$ cat config.mk
export PLATFORM = sky130hd
export DESIGN_NAME = tap_instruction_decoder
export DESIGN_NICKNAME = d
export VERILOG_FILES = /design/src/tap_pkg.sv /design/src/tap_sync.sv /design/src/tap_instruction_decoder.sv
export VERILOG_INCLUDE_DIRS = /design/src
export SDC_FILE = /design/constraint.sdc
export NUM_CORES = 1
export LEC_CHECK = 0
export ABC_CLOCK_PERIOD_IN_PS = 1900
export BUFFER_PORTS_ARGS = -buffer_cell sky130_fd_sc_hd__buf_2
export CAP_MARGIN = 30
export CORE_MARGIN = 1.5
export CORE_UTILIZATION = 25
export DETAILED_ROUTE_END_ITERATION = 8
export GPL_ROUTABILITY_DRIVEN = 1
export PLACE_DENSITY = 0.5
export SYNTH_ARGS = -nofsm -noshare
export SYNTH_HDL_FRONTEND = slang
export SYNTH_SLANG_ARGS = --single-unit
$ cat constraint.sdc
create_clock -name I_CLK -period 1.9 [get_ports I_CLK]
set_input_delay 0.285 -clock I_CLK [delete_from_list [all_inputs] [get_ports I_CLK]]
set_output_delay 0.285 -clock I_CLK [all_outputs]
set_load 0.1 [all_outputs]
$ cat src/tap_map.svh
// Notes on behaviour
// Capture-IR loads binary 01 into the two lowest instruction bits.
// Shift-IR puts the instruction shifter between TDI and TDO.
// A new instruction takes effect only at Update-IR.
// Code 111 selects the one-bit bypass register in Shift-DR.
// Code 100 captures ring levels at Capture-DR, then shifts them out.
// Code 100 Update-DR does nothing, exactly like a pause.
// The system keeps memory inputs stable around any boundary capture.
// Code 000 overrides controls, enables data drivers, selects boundary register.
// Under 000 one memory clock edge moves boundary bits onto pins.
// Code 001 captures the ID word and shifts it out.
// The instruction holds the ID code after reset and in Test-Logic-Reset.
// Code 010 forces outputs high-Z, captures ring, selects boundary register.
// Codes 011 and 110 behave exactly like bypass.
// Only code 000 drives pins from the boundary register; no preload, no internal test.
// The memory clock may run, except during ring capture.
// Instruction register is three bits, MSB written on left.
// Inputs sampled on rising test clock, TDO changes on falling edge.
// Five rising test clock edges with TMS high reach Test-Logic-Reset.
// The 32-bit ID register shifts out bit 0 first.
// The controller never loads code 101; the code loads it at Update-IR and gives it bypass.
`ifndef TAP_MAP_SVH
`define TAP_MAP_SVH
`define TAP_IR_W 3
`define TAP_ID_W 32
`define TAP_BSR_LEN 78
`define TAP_CODE_EXTEST 3'h0
`define TAP_CODE_IDCODE 3'h1
`define TAP_CODE_SAMPLEZ 3'h2
`define TAP_CODE_RSVD_A 3'h3
`define TAP_CODE_SAMPLE 3'h4
`define TAP_CODE_PRIVATE 3'h5
`define TAP_CODE_RSVD_B 3'h6
`define TAP_CODE_BYPASS 3'h7
`define TAP_IR_CAPTURE 3'h1
`define TAP_TLR_ONES 3'h5
`endif

$ cat src/tap_pkg.sv
package tap_pkg;
    typedef enum logic [3:0] {
        TLR, RTI, SEL_DR, CAP_DR, SHF_DR, EX1_DR, PAU_DR, EX2_DR, UPD_DR,
        SEL_IR, CAP_IR, SHF_IR, EX1_IR, PAU_IR, EX2_IR, UPD_IR
    } tap_state_t;
    typedef enum logic [1:0] {
        PATH_BYPASS, PATH_ID, PATH_BSR
    } path_t;
    typedef struct packed {
        logic tck;
        logic tms;
        logic tdi;
    } pins_t;
    typedef struct packed {
        logic ctrl_override;
        logic dq_drive_en;
        logic outputs_highz;
    } mode_t;
endpackage : tap_pkg

$ cat src/tap_sync.sv
`timescale 1ns/10ps
module tap_sync #(
    parameter int W = 1,
    parameter logic [W-1:0] RST = '0
) (
    input wire logic i_clk,
    input wire logic i_srst,
    input wire logic [W-1:0] i_async,
    output logic [W-1:0] o_sync
);
    logic [W-1:0] s1_ff;
    logic [W-1:0] s2_ff;
    logic [W-1:0] s3_ff;
    logic [W-1:0] out_ff;

    // three stages; first stage feeds only the second
    always_ff @(posedge i_clk) begin
        if (i_srst) begin
            s1_ff <= RST;
            s2_ff <= RST;
            s3_ff <= RST;
        end else begin
            s1_ff <= i_async;
            s2_ff <= s1_ff;
            s3_ff <= s2_ff;
        end
    end

    // a bit moves only once stages two and three agree
    genvar g;
    generate
        for (g = 0; g < W; g++) begin : g_bit
            always_ff @(posedge i_clk) begin
                if (i_srst) begin
                    out_ff[g] <= RST[g];
                end else if (s2_ff[g] == s3_ff[g]) begin
                    out_ff[g] <= s2_ff[g];
                end
            end
        end
    endgenerate

    assign o_sync = out_ff;
endmodule : tap_sync

$ cat src/tap_instruction_decoder.sv
`timescale 1ns/10ps
`include "tap_map.svh"
module tap_instruction_decoder #(
    parameter int BSR_LEN = `TAP_BSR_LEN,
    // identification word; value is arbitrary
    parameter logic [`TAP_ID_W-1:0] ID_CODE = 32'h0000_0001
) (
    input wire logic I_CLK,
    input wire logic I_SRST,
    input wire logic I_TCK,
    input wire logic I_TMS,
    input wire logic I_TDI,
    input wire logic [BSR_LEN-1:0] I_RING_LEVELS,
    output logic O_TDO,
    output logic O_TDO_OE,
    output logic O_CTRL_OVERRIDE,
    output logic O_DQ_DRIVE_EN,
    output logic O_OUTPUTS_HIGHZ,
    output logic [BSR_LEN-1:0] O_BSR_DRIVE_DATA
);
    tap_pkg::pins_t pins;
    tap_pkg::pins_t pins_raw;
    tap_pkg::tap_state_t state_ff;
    tap_pkg::tap_state_t nxt_state;
    tap_pkg::mode_t mode_ff;
    tap_pkg::mode_t nxt_mode;
    tap_pkg::path_t path;
    logic [BSR_LEN-1:0] ring;
    logic tck_prev_ff;
    logic tck_rise;
    logic tck_fall;
    logic [`TAP_IR_W-1:0] ir_ff;
    logic [`TAP_IR_W-1:0] ir_shift_ff;
    logic [`TAP_ID_W-1:0] id_ff;
    logic [BSR_LEN-1:0] bsr_ff;
    logic byp_ff;
    logic tdo_ff;
    logic tdo_oe_ff;
    logic [2:0] ones_cnt_ff;

    // which data register an instruction selects; 101 gets bypass too
    function automatic tap_pkg::path_t path_of(
        input logic [`TAP_IR_W-1:0] code
    );
        unique case (code)
            `TAP_CODE_EXTEST, `TAP_CODE_SAMPLEZ,
            `TAP_CODE_SAMPLE: path_of = tap_pkg::PATH_BSR;
            `TAP_CODE_IDCODE: path_of = tap_pkg::PATH_ID;
            default: path_of = tap_pkg::PATH_BYPASS;
        endcase
    endfunction : path_of

    assign pins_raw = '{tck: I_TCK, tms: I_TMS, tdi: I_TDI};

    // pins idle high through their pull-ups
    tap_sync #(.W(3), .RST(3'h7)) u_pin_sync (
        .i_clk(I_CLK),
        .i_srst(I_SRST),
        .i_async(pins_raw),
        .o_sync(pins)
    );

    // ring levels come from the memory clock domain
    tap_sync #(.W(BSR_LEN), .RST('0)) u_ring_sync (
        .i_clk(I_CLK),
        .i_srst(I_SRST),
        .i_async(I_RING_LEVELS),
        .o_sync(ring)
    );

    // test clock edges, found on the settled copy
    always_ff @(posedge I_CLK) begin
        if (I_SRST) begin
            tck_prev_ff <= 1'b1;
        end else begin
            tck_prev_ff <= pins.tck;
        end
    end
    assign tck_rise = pins.tck & ~tck_prev_ff;
    assign tck_fall = ~pins.tck & tck_prev_ff;
    assign path = path_of(ir_ff);

    // controller state walk; all ones always ends in reset
    always_comb begin
        nxt_state = state_ff;
        unique case (state_ff)
            tap_pkg::TLR: nxt_state = pins.tms ? tap_pkg::TLR : tap_pkg::RTI;
            tap_pkg::RTI: nxt_state = pins.tms ? tap_pkg::SEL_DR : tap_pkg::RTI;
            tap_pkg::SEL_DR: nxt_state = pins.tms ? tap_pkg::SEL_IR
                                                  : tap_pkg::CAP_DR;
            tap_pkg::CAP_DR: nxt_state = pins.tms ? tap_pkg::EX1_DR
                                                  : tap_pkg::SHF_DR;
            tap_pkg::SHF_DR: nxt_state = pins.tms ? tap_pkg::EX1_DR
                                                  : tap_pkg::SHF_DR;
            tap_pkg::EX1_DR: nxt_state = pins.tms ? tap_pkg::UPD_DR
                                                  : tap_pkg::PAU_DR;
            tap_pkg::PAU_DR: nxt_state = pins.tms ? tap_pkg::EX2_DR
                                                  : tap_pkg::PAU_DR;
            tap_pkg::EX2_DR: nxt_state = pins.tms ? tap_pkg::UPD_DR
                                                  : tap_pkg::SHF_DR;
            tap_pkg::UPD_DR: nxt_state = pins.tms ? tap_pkg::SEL_DR
                                                  : tap_pkg::RTI;
            tap_pkg::SEL_IR: nxt_state = pins.tms ? tap_pkg::TLR
                                                  : tap_pkg::CAP_IR;
            tap_pkg::CAP_IR: nxt_state = pins.tms ? tap_pkg::EX1_IR
                                                  : tap_pkg::SHF_IR;
            tap_pkg::SHF_IR: nxt_state = pins.tms ? tap_pkg::EX1_IR
                                                  : tap_pkg::SHF_IR;
            tap_pkg::EX1_IR: nxt_state = pins.tms ? tap_pkg::UPD_IR
                                                  : tap_pkg::PAU_IR;
            tap_pkg::PAU_IR: nxt_state = pins.tms ? tap_pkg::EX2_IR
                                                  : tap_pkg::PAU_IR;
            tap_pkg::EX2_IR: nxt_state = pins.tms ? tap_pkg::UPD_IR
                                                  : tap_pkg::SHF_IR;
            tap_pkg::UPD_IR: nxt_state = pins.tms ? tap_pkg::SEL_DR
                                                  : tap_pkg::RTI;
        endcase
    end

    // state moves on the rising test clock only
    always_ff @(posedge I_CLK) begin
        if (I_SRST) begin
            state_ff <= tap_pkg::TLR;
        end else if (tck_rise) begin
            state_ff <= nxt_state;
        end
    end

    // instruction shifter: capture pattern, then serial load
    always_ff @(posedge I_CLK) begin
        if (I_SRST) begin
            ir_shift_ff <= `TAP_IR_CAPTURE;
        end else if (tck_rise) begin
            if (state_ff == tap_pkg::CAP_IR) begin
                ir_shift_ff <= `TAP_IR_CAPTURE;
            end else if (state_ff == tap_pkg::SHF_IR) begin
                ir_shift_ff <= {pins.tdi, ir_shift_ff[`TAP_IR_W-1:1]};
            end
        end
    end

    // live instruction changes only at update or in reset state
    always_ff @(posedge I_CLK) begin
        if (I_SRST) begin
            ir_ff <= `TAP_CODE_IDCODE;
        end else if (state_ff == tap_pkg::TLR) begin
            ir_ff <= `TAP_CODE_IDCODE;
        end else if (tck_fall && state_ff == tap_pkg::UPD_IR) begin
            ir_ff <= ir_shift_ff;
        end
    end

    // data registers; update-dr has no preload stage at all
    always_ff @(posedge I_CLK) begin
        if (I_SRST) begin
            byp_ff <= 1'b0;
            id_ff <= '0;
            bsr_ff <= '0;
        end else if (tck_rise && state_ff == tap_pkg::CAP_DR) begin
            byp_ff <= 1'b0;
            if (path == tap_pkg::PATH_ID) begin
                id_ff <= ID_CODE;
            end
            if (path == tap_pkg::PATH_BSR) begin
                bsr_ff <= ring;
            end
        end else if (tck_rise && state_ff == tap_pkg::SHF_DR) begin
            unique case (path)
                tap_pkg::PATH_BYPASS: byp_ff <= pins.tdi;
                tap_pkg::PATH_ID: id_ff <= {pins.tdi, id_ff[`TAP_ID_W-1:1]};
                tap_pkg::PATH_BSR: bsr_ff <= {pins.tdi, bsr_ff[BSR_LEN-1:1]};
            endcase
        end
    end

    // output launches on falling edge, lsb first
    always_ff @(posedge I_CLK) begin
        if (I_SRST) begin
            tdo_ff <= 1'b0;
            tdo_oe_ff <= 1'b0;
        end else if (tck_fall) begin
            tdo_oe_ff <= (state_ff == tap_pkg::SHF_IR) ||
                         (state_ff == tap_pkg::SHF_DR);
            if (state_ff == tap_pkg::SHF_IR) begin
                tdo_ff <= ir_shift_ff[0];
            end else if (state_ff == tap_pkg::SHF_DR) begin
                unique case (path)
                    tap_pkg::PATH_BYPASS: tdo_ff <= byp_ff;
                    tap_pkg::PATH_ID: tdo_ff <= id_ff[0];
                    tap_pkg::PATH_BSR: tdo_ff <= bsr_ff[0];
                endcase
            end
        end
    end

    // pin modes follow the live instruction
    always_comb begin
        nxt_mode.ctrl_override = (ir_ff == `TAP_CODE_EXTEST);
        nxt_mode.dq_drive_en = (ir_ff == `TAP_CODE_EXTEST);
        nxt_mode.outputs_highz = (ir_ff == `TAP_CODE_SAMPLEZ);
    end

    // registered so the memory never sees a decode glitch
    always_ff @(posedge I_CLK) begin
        if (I_SRST) begin
            mode_ff <= '0;
            O_BSR_DRIVE_DATA <= '0;
        end else begin
            mode_ff <= nxt_mode;
            O_BSR_DRIVE_DATA <= bsr_ff;
        end
    end

    assign O_TDO = tdo_ff;
    assign O_TDO_OE = tdo_oe_ff;
    assign O_CTRL_OVERRIDE = mode_ff.ctrl_override;
    assign O_DQ_DRIVE_EN = mode_ff.dq_drive_en;
    assign O_OUTPUTS_HIGHZ = mode_ff.outputs_highz;

    // helper: consecutive tms-high rising edges, saturating
    always_ff @(posedge I_CLK) begin
        if (I_SRST) begin
            ones_cnt_ff <= 3'h0;
        end else if (tck_rise) begin
            if (!pins.tms) begin
                ones_cnt_ff <= 3'h0;
            end else if (ones_cnt_ff != `TAP_TLR_ONES) begin
                ones_cnt_ff <= ones_cnt_ff + 3'h1;
            end
        end
    end
endmodule : tap_instruction_decoder

==> metrics.md <==
| Metric | Value |
|---|---|
| WP depth | `1` |
| CP Cell Sequence | `buf_2` |
| Mean Syn Cell Area | `9.81 µm²` |
| Vias in the first global route | `11.2k` |
| Maximum clock rate | `583 MHz` |
| Arr. time, crit path | `1.43 ns` |
| Final setup viols | `0` |
| DRC | `7` |
| Gr usage total | `10.3%` |
| H-tree Lvls | `2` |
| IO Pins | `166` |
| Critical Path Max Stage Delay | `0.46 ns` |
| Sequential share of power | `48.1%` |
| Initial Util | `25.4%` |
| First-pass GRT wire length | `57100 µm` |
| CP max FO | `1` |
| Syn Nets | `1792` |
| CTS root buf | `clkbuf_16` |
| Worst slew pin tran | `0.572 ns` |
| Vias per inst | `4.18` |
| Final clock skew | `0.0181 ns` |
| DP HPWL | `22800 µm` |
| Post-synthesis sequential element count | `528` |
| Switch share | `20.5%` |
| Largest net degree at the start of global routing | `127` |
| Initial antenna violation count | `1` |
| Die ar. | `68500 µm²` |
| Cts bufs inserted | `57` |
| Area growth, synth to finish | `27.9%` |
| Top cell type's share of synthesized area | `63.1%` |
| WHS | `0.425 ns` |
| Int Pwr | `18800 µW` |
| Power per cell area | `1100 nW/µm²` |
| Switching power | `4840 µW` |
| Final Hold Viols | `0` |
| CP max stage cell | `buf_2` |
| Hold path depth | `1` |
| WL final | `36000 µm` |
| Routability cong. | `0.752` |
| Final period util | `90.3%` |
| FFs w/ async S/R, synth | `0%` |
| Leak Pwr | `0.00798 µW` |
| VDD IR max | `0.000732 V` |
| Crit Path Category | `reg -> out` |
| Ant. Diodes | `0` |
| Combinational share of power | `2.5%` |
| Total number of vias | `11.9k` |
| Status | `finished, violations left` |
| Final slew viol count | `0` |
| Placed cell area | `18600 µm²` |
| Core footprint | `66000 µm²` |
| Top delay family on crit path | `buffers and inverters` |
| CTS tree | `built` |
| Fin Setup TNS | `0 ns` |
| Die Span Y | `262 µm` |
| Clock sinks | `528` |
| Worst skew pair latency | `0.59 ns` |
| CTS clk-pin slew, worst paths | `0.06 ns` |
| Library cells used by synthesis | `44` |
| Req. time, crit path | `1.62 ns` |
| Area contributors post-synth | `dfxtp_1 (63%), nor2b_1 (12%), nand2_1 (6.1%)` |
| CP startpoint kind | `register` |
| Min-Delay Startpoint | `u_ring_sync.s1_ff[18]` |
| Floorplan row count | `94` |
| YS warnings | `0` |
| Register area share after synthesis | `63.1%` |
| Post-synth EDFFs | `0` |
| Total power | `23600 µW` |
| Failing checks | `design-rule violations` |
| CP Buf/Inv Count | `1` |
| Die Width | `262 µm` |
| Slew HR | `61.9%` |
| PortBufs | `165` |
| Cell area after layout | `21400 µm²` |
| Final nets | `2013` |
| Detailed Route Iter0 Violations | `719` |
| Clock Power Share | `49.4%` |
| Synthesized instance count | `1706` |
| Drt wl/cell | `12.7 µm` |
| Reg-to-reg slack, setup | `0.25 ns` |
| Worst reg2reg startpoint | `ir_ff[1]` |
| Post-synth top area cell | `dfxtp_1` |
| Max_cap viols | `0` |
| Most used DFF post-synth | `dfxtp_1` |
| Post-Place Worst Slack | `0.267 ns` |
| Routed Antenna Nets | `0` |
| Worst setup EP type | `output pin` |
| Setup WS post-layout | `0.184 ns` |
| CTS resizes | `0` |
| Max clock buf depth | `3` |
| DRT Pass-1 Iters | `7` |
| Layout cell share with drive strength beyond 1 | `15.5%` |
| Gr ovfl total | `0` |
| RSZ-0062 raised after global routing | `false` |
| WHS Endpoint | `u_ring_sync.s2_ff[18]` |
| Crit path time final | `1.72 ns` |
| Worst R2R End | `bsr_ff[62]` |
| Reg2reg path depth | `7` |
| Synthesized cell area | `16700 µm²` |
| HP Class | `reg -> reg` |
## cell usage in the layout, fill, tap and decap left out, types with 3 or more instances in the layout
cell	instances
a21oi_1	119
a311oi_1	21
a31oi_1	61
buf_12	17
buf_2	164
buf_4	9
bufinv_16	9
clkbuf_1	9
clkbuf_16	57
clkbuf_8	11
clkinv_2	9
clkinvlp_4	3
dfxtp_1	528
dlygate4sd3_1	82
ha_1	3
inv_1	6
inv_6	5
mux2i_1	3
nand2_1	272
nand2b_1	4
nand3_1	33
nor2_1	34
nor2b_1	316
nor3_1	4
o21ai_0	146
or2_2	12
## through the flow
step	cells	util, %
floorplan	1706	-
global placement	2650	28.2
detailed placement	2650	28.2
CTS	2836	32.4
global route	2836	32.4
finish	2836	32.4
## how the worst max path moves through the flow
| stage | slack [ns] | to | startpoint |
|---|---|---|---|
| 2_1_floorplan | 0.26 | O_DQ_DRIVE_EN | O_DQ_DRIVE_EN |
| 3_3_place_gp | 0.26 | bsr_ff[77] | ir_ff[2] |
| 3_5_place_dp | 0.27 | bsr_ff[73] | ir_ff[2] |
| 4_1_cts | 0.1 | O_BSR_DRIVE_DATA[14] | O_BSR_DRIVE_DATA[14] |
| 5_1_grt | 0.03 | bsr_ff[23] | ir_ff[2] |
| 6_report | 0.18 | O_BSR_DRIVE_DATA[58] | O_BSR_DRIVE_DATA[58] |
## sequential cells by signal (all words and copies together) (netlist names)
name                flops
O_BSR_DRIVE_DATA       78
bsr_ff                 78
u_ring_sync.o_sync     78
u_ring_sync.s1_ff      78
u_ring_sync.s2_ff      78
u_ring_sync.s3_ff      78
id_ff                  32
state_ff                4
ir_ff                   3
ir_shift_ff             3
u_pin_sync.o_sync       3
u_pin_sync.s1_ff        3
u_pin_sync.s2_ff        3
u_pin_sync.s3_ff        3
O_DQ_DRIVE_EN           1
O_OUTPUTS_HIGHZ         1
O_TDO                   1
O_TDO_OE                1
byp_ff                  1
tck_prev_ff             1
## metal layers
metal	global-route usage, %	wire length [µm]
met5	0	0
met4	4.50	1190
met3	2.25	1600
met2	15.7	15500
met1	13.8	17700
## final cells by class
cell class,instances,area (µm²)
sequential,528,10600
fill,6656,44600
tap,864,1080
inverter,7,26.3
clock inverter,27,390
multi-input combinational,1060,5670
timing repair buffer,273,2060
clock buffer,77,1610
## power by group through the flow
stage / clock [µW] / combinational, µW / sequential (µW)
after CTS: 12100 / 603 / 11400
after global routing: 12500 / 652 / 11400
after floorplan: 0 / 289 / 11600
final: 11700 / 590 / 11400
after global placement: 0 / 466 / 11600
after detailed placement: 0 / 471 / 11600
## synthesized netlist by cell type (all sizes together), types with 2 or more instances
cell type / n
o21ai: 146
clkbuf: 69
nor2: 34
a221o: 2
nor2b: 316
nand2b: 4
nand4: 2
nand2: 273
a31oi: 61
or2: 12
ha: 3
mux2i: 3
a21oi: 119
a311oi: 21
dfxtp: 528
a211oi: 2
inv: 6
nor3b: 4
o211ai: 2
nor4b: 2
nand3: 33
a311o: 2
nor3: 4
buf: 42
o211a: 2
## cells by family (layout without fill, tap and decap cells)
family | Yosys count | after routing | share of synthesized area, %
compound gates | 364 | 364 | 12.2
xor+xnor | 1 | 1 | 0.0523
fa+ha+maj | 3 | 3 | 0.224
buf+inv | 118 | 384 | 3.12
flops | 528 | 528 | 63.1
mux | 3 | 3 | 0.179
simple gates | 689 | 689 | 21.1
## repair_timing
item                       4_1_cts  5_1_grt
setup endpoints to repair        0        0
hold endpoints to repair        93        0
buffers inserted                 0        0
hold buffers                    82        0
No activity file was read; power rests on OpenSTA's default activity.
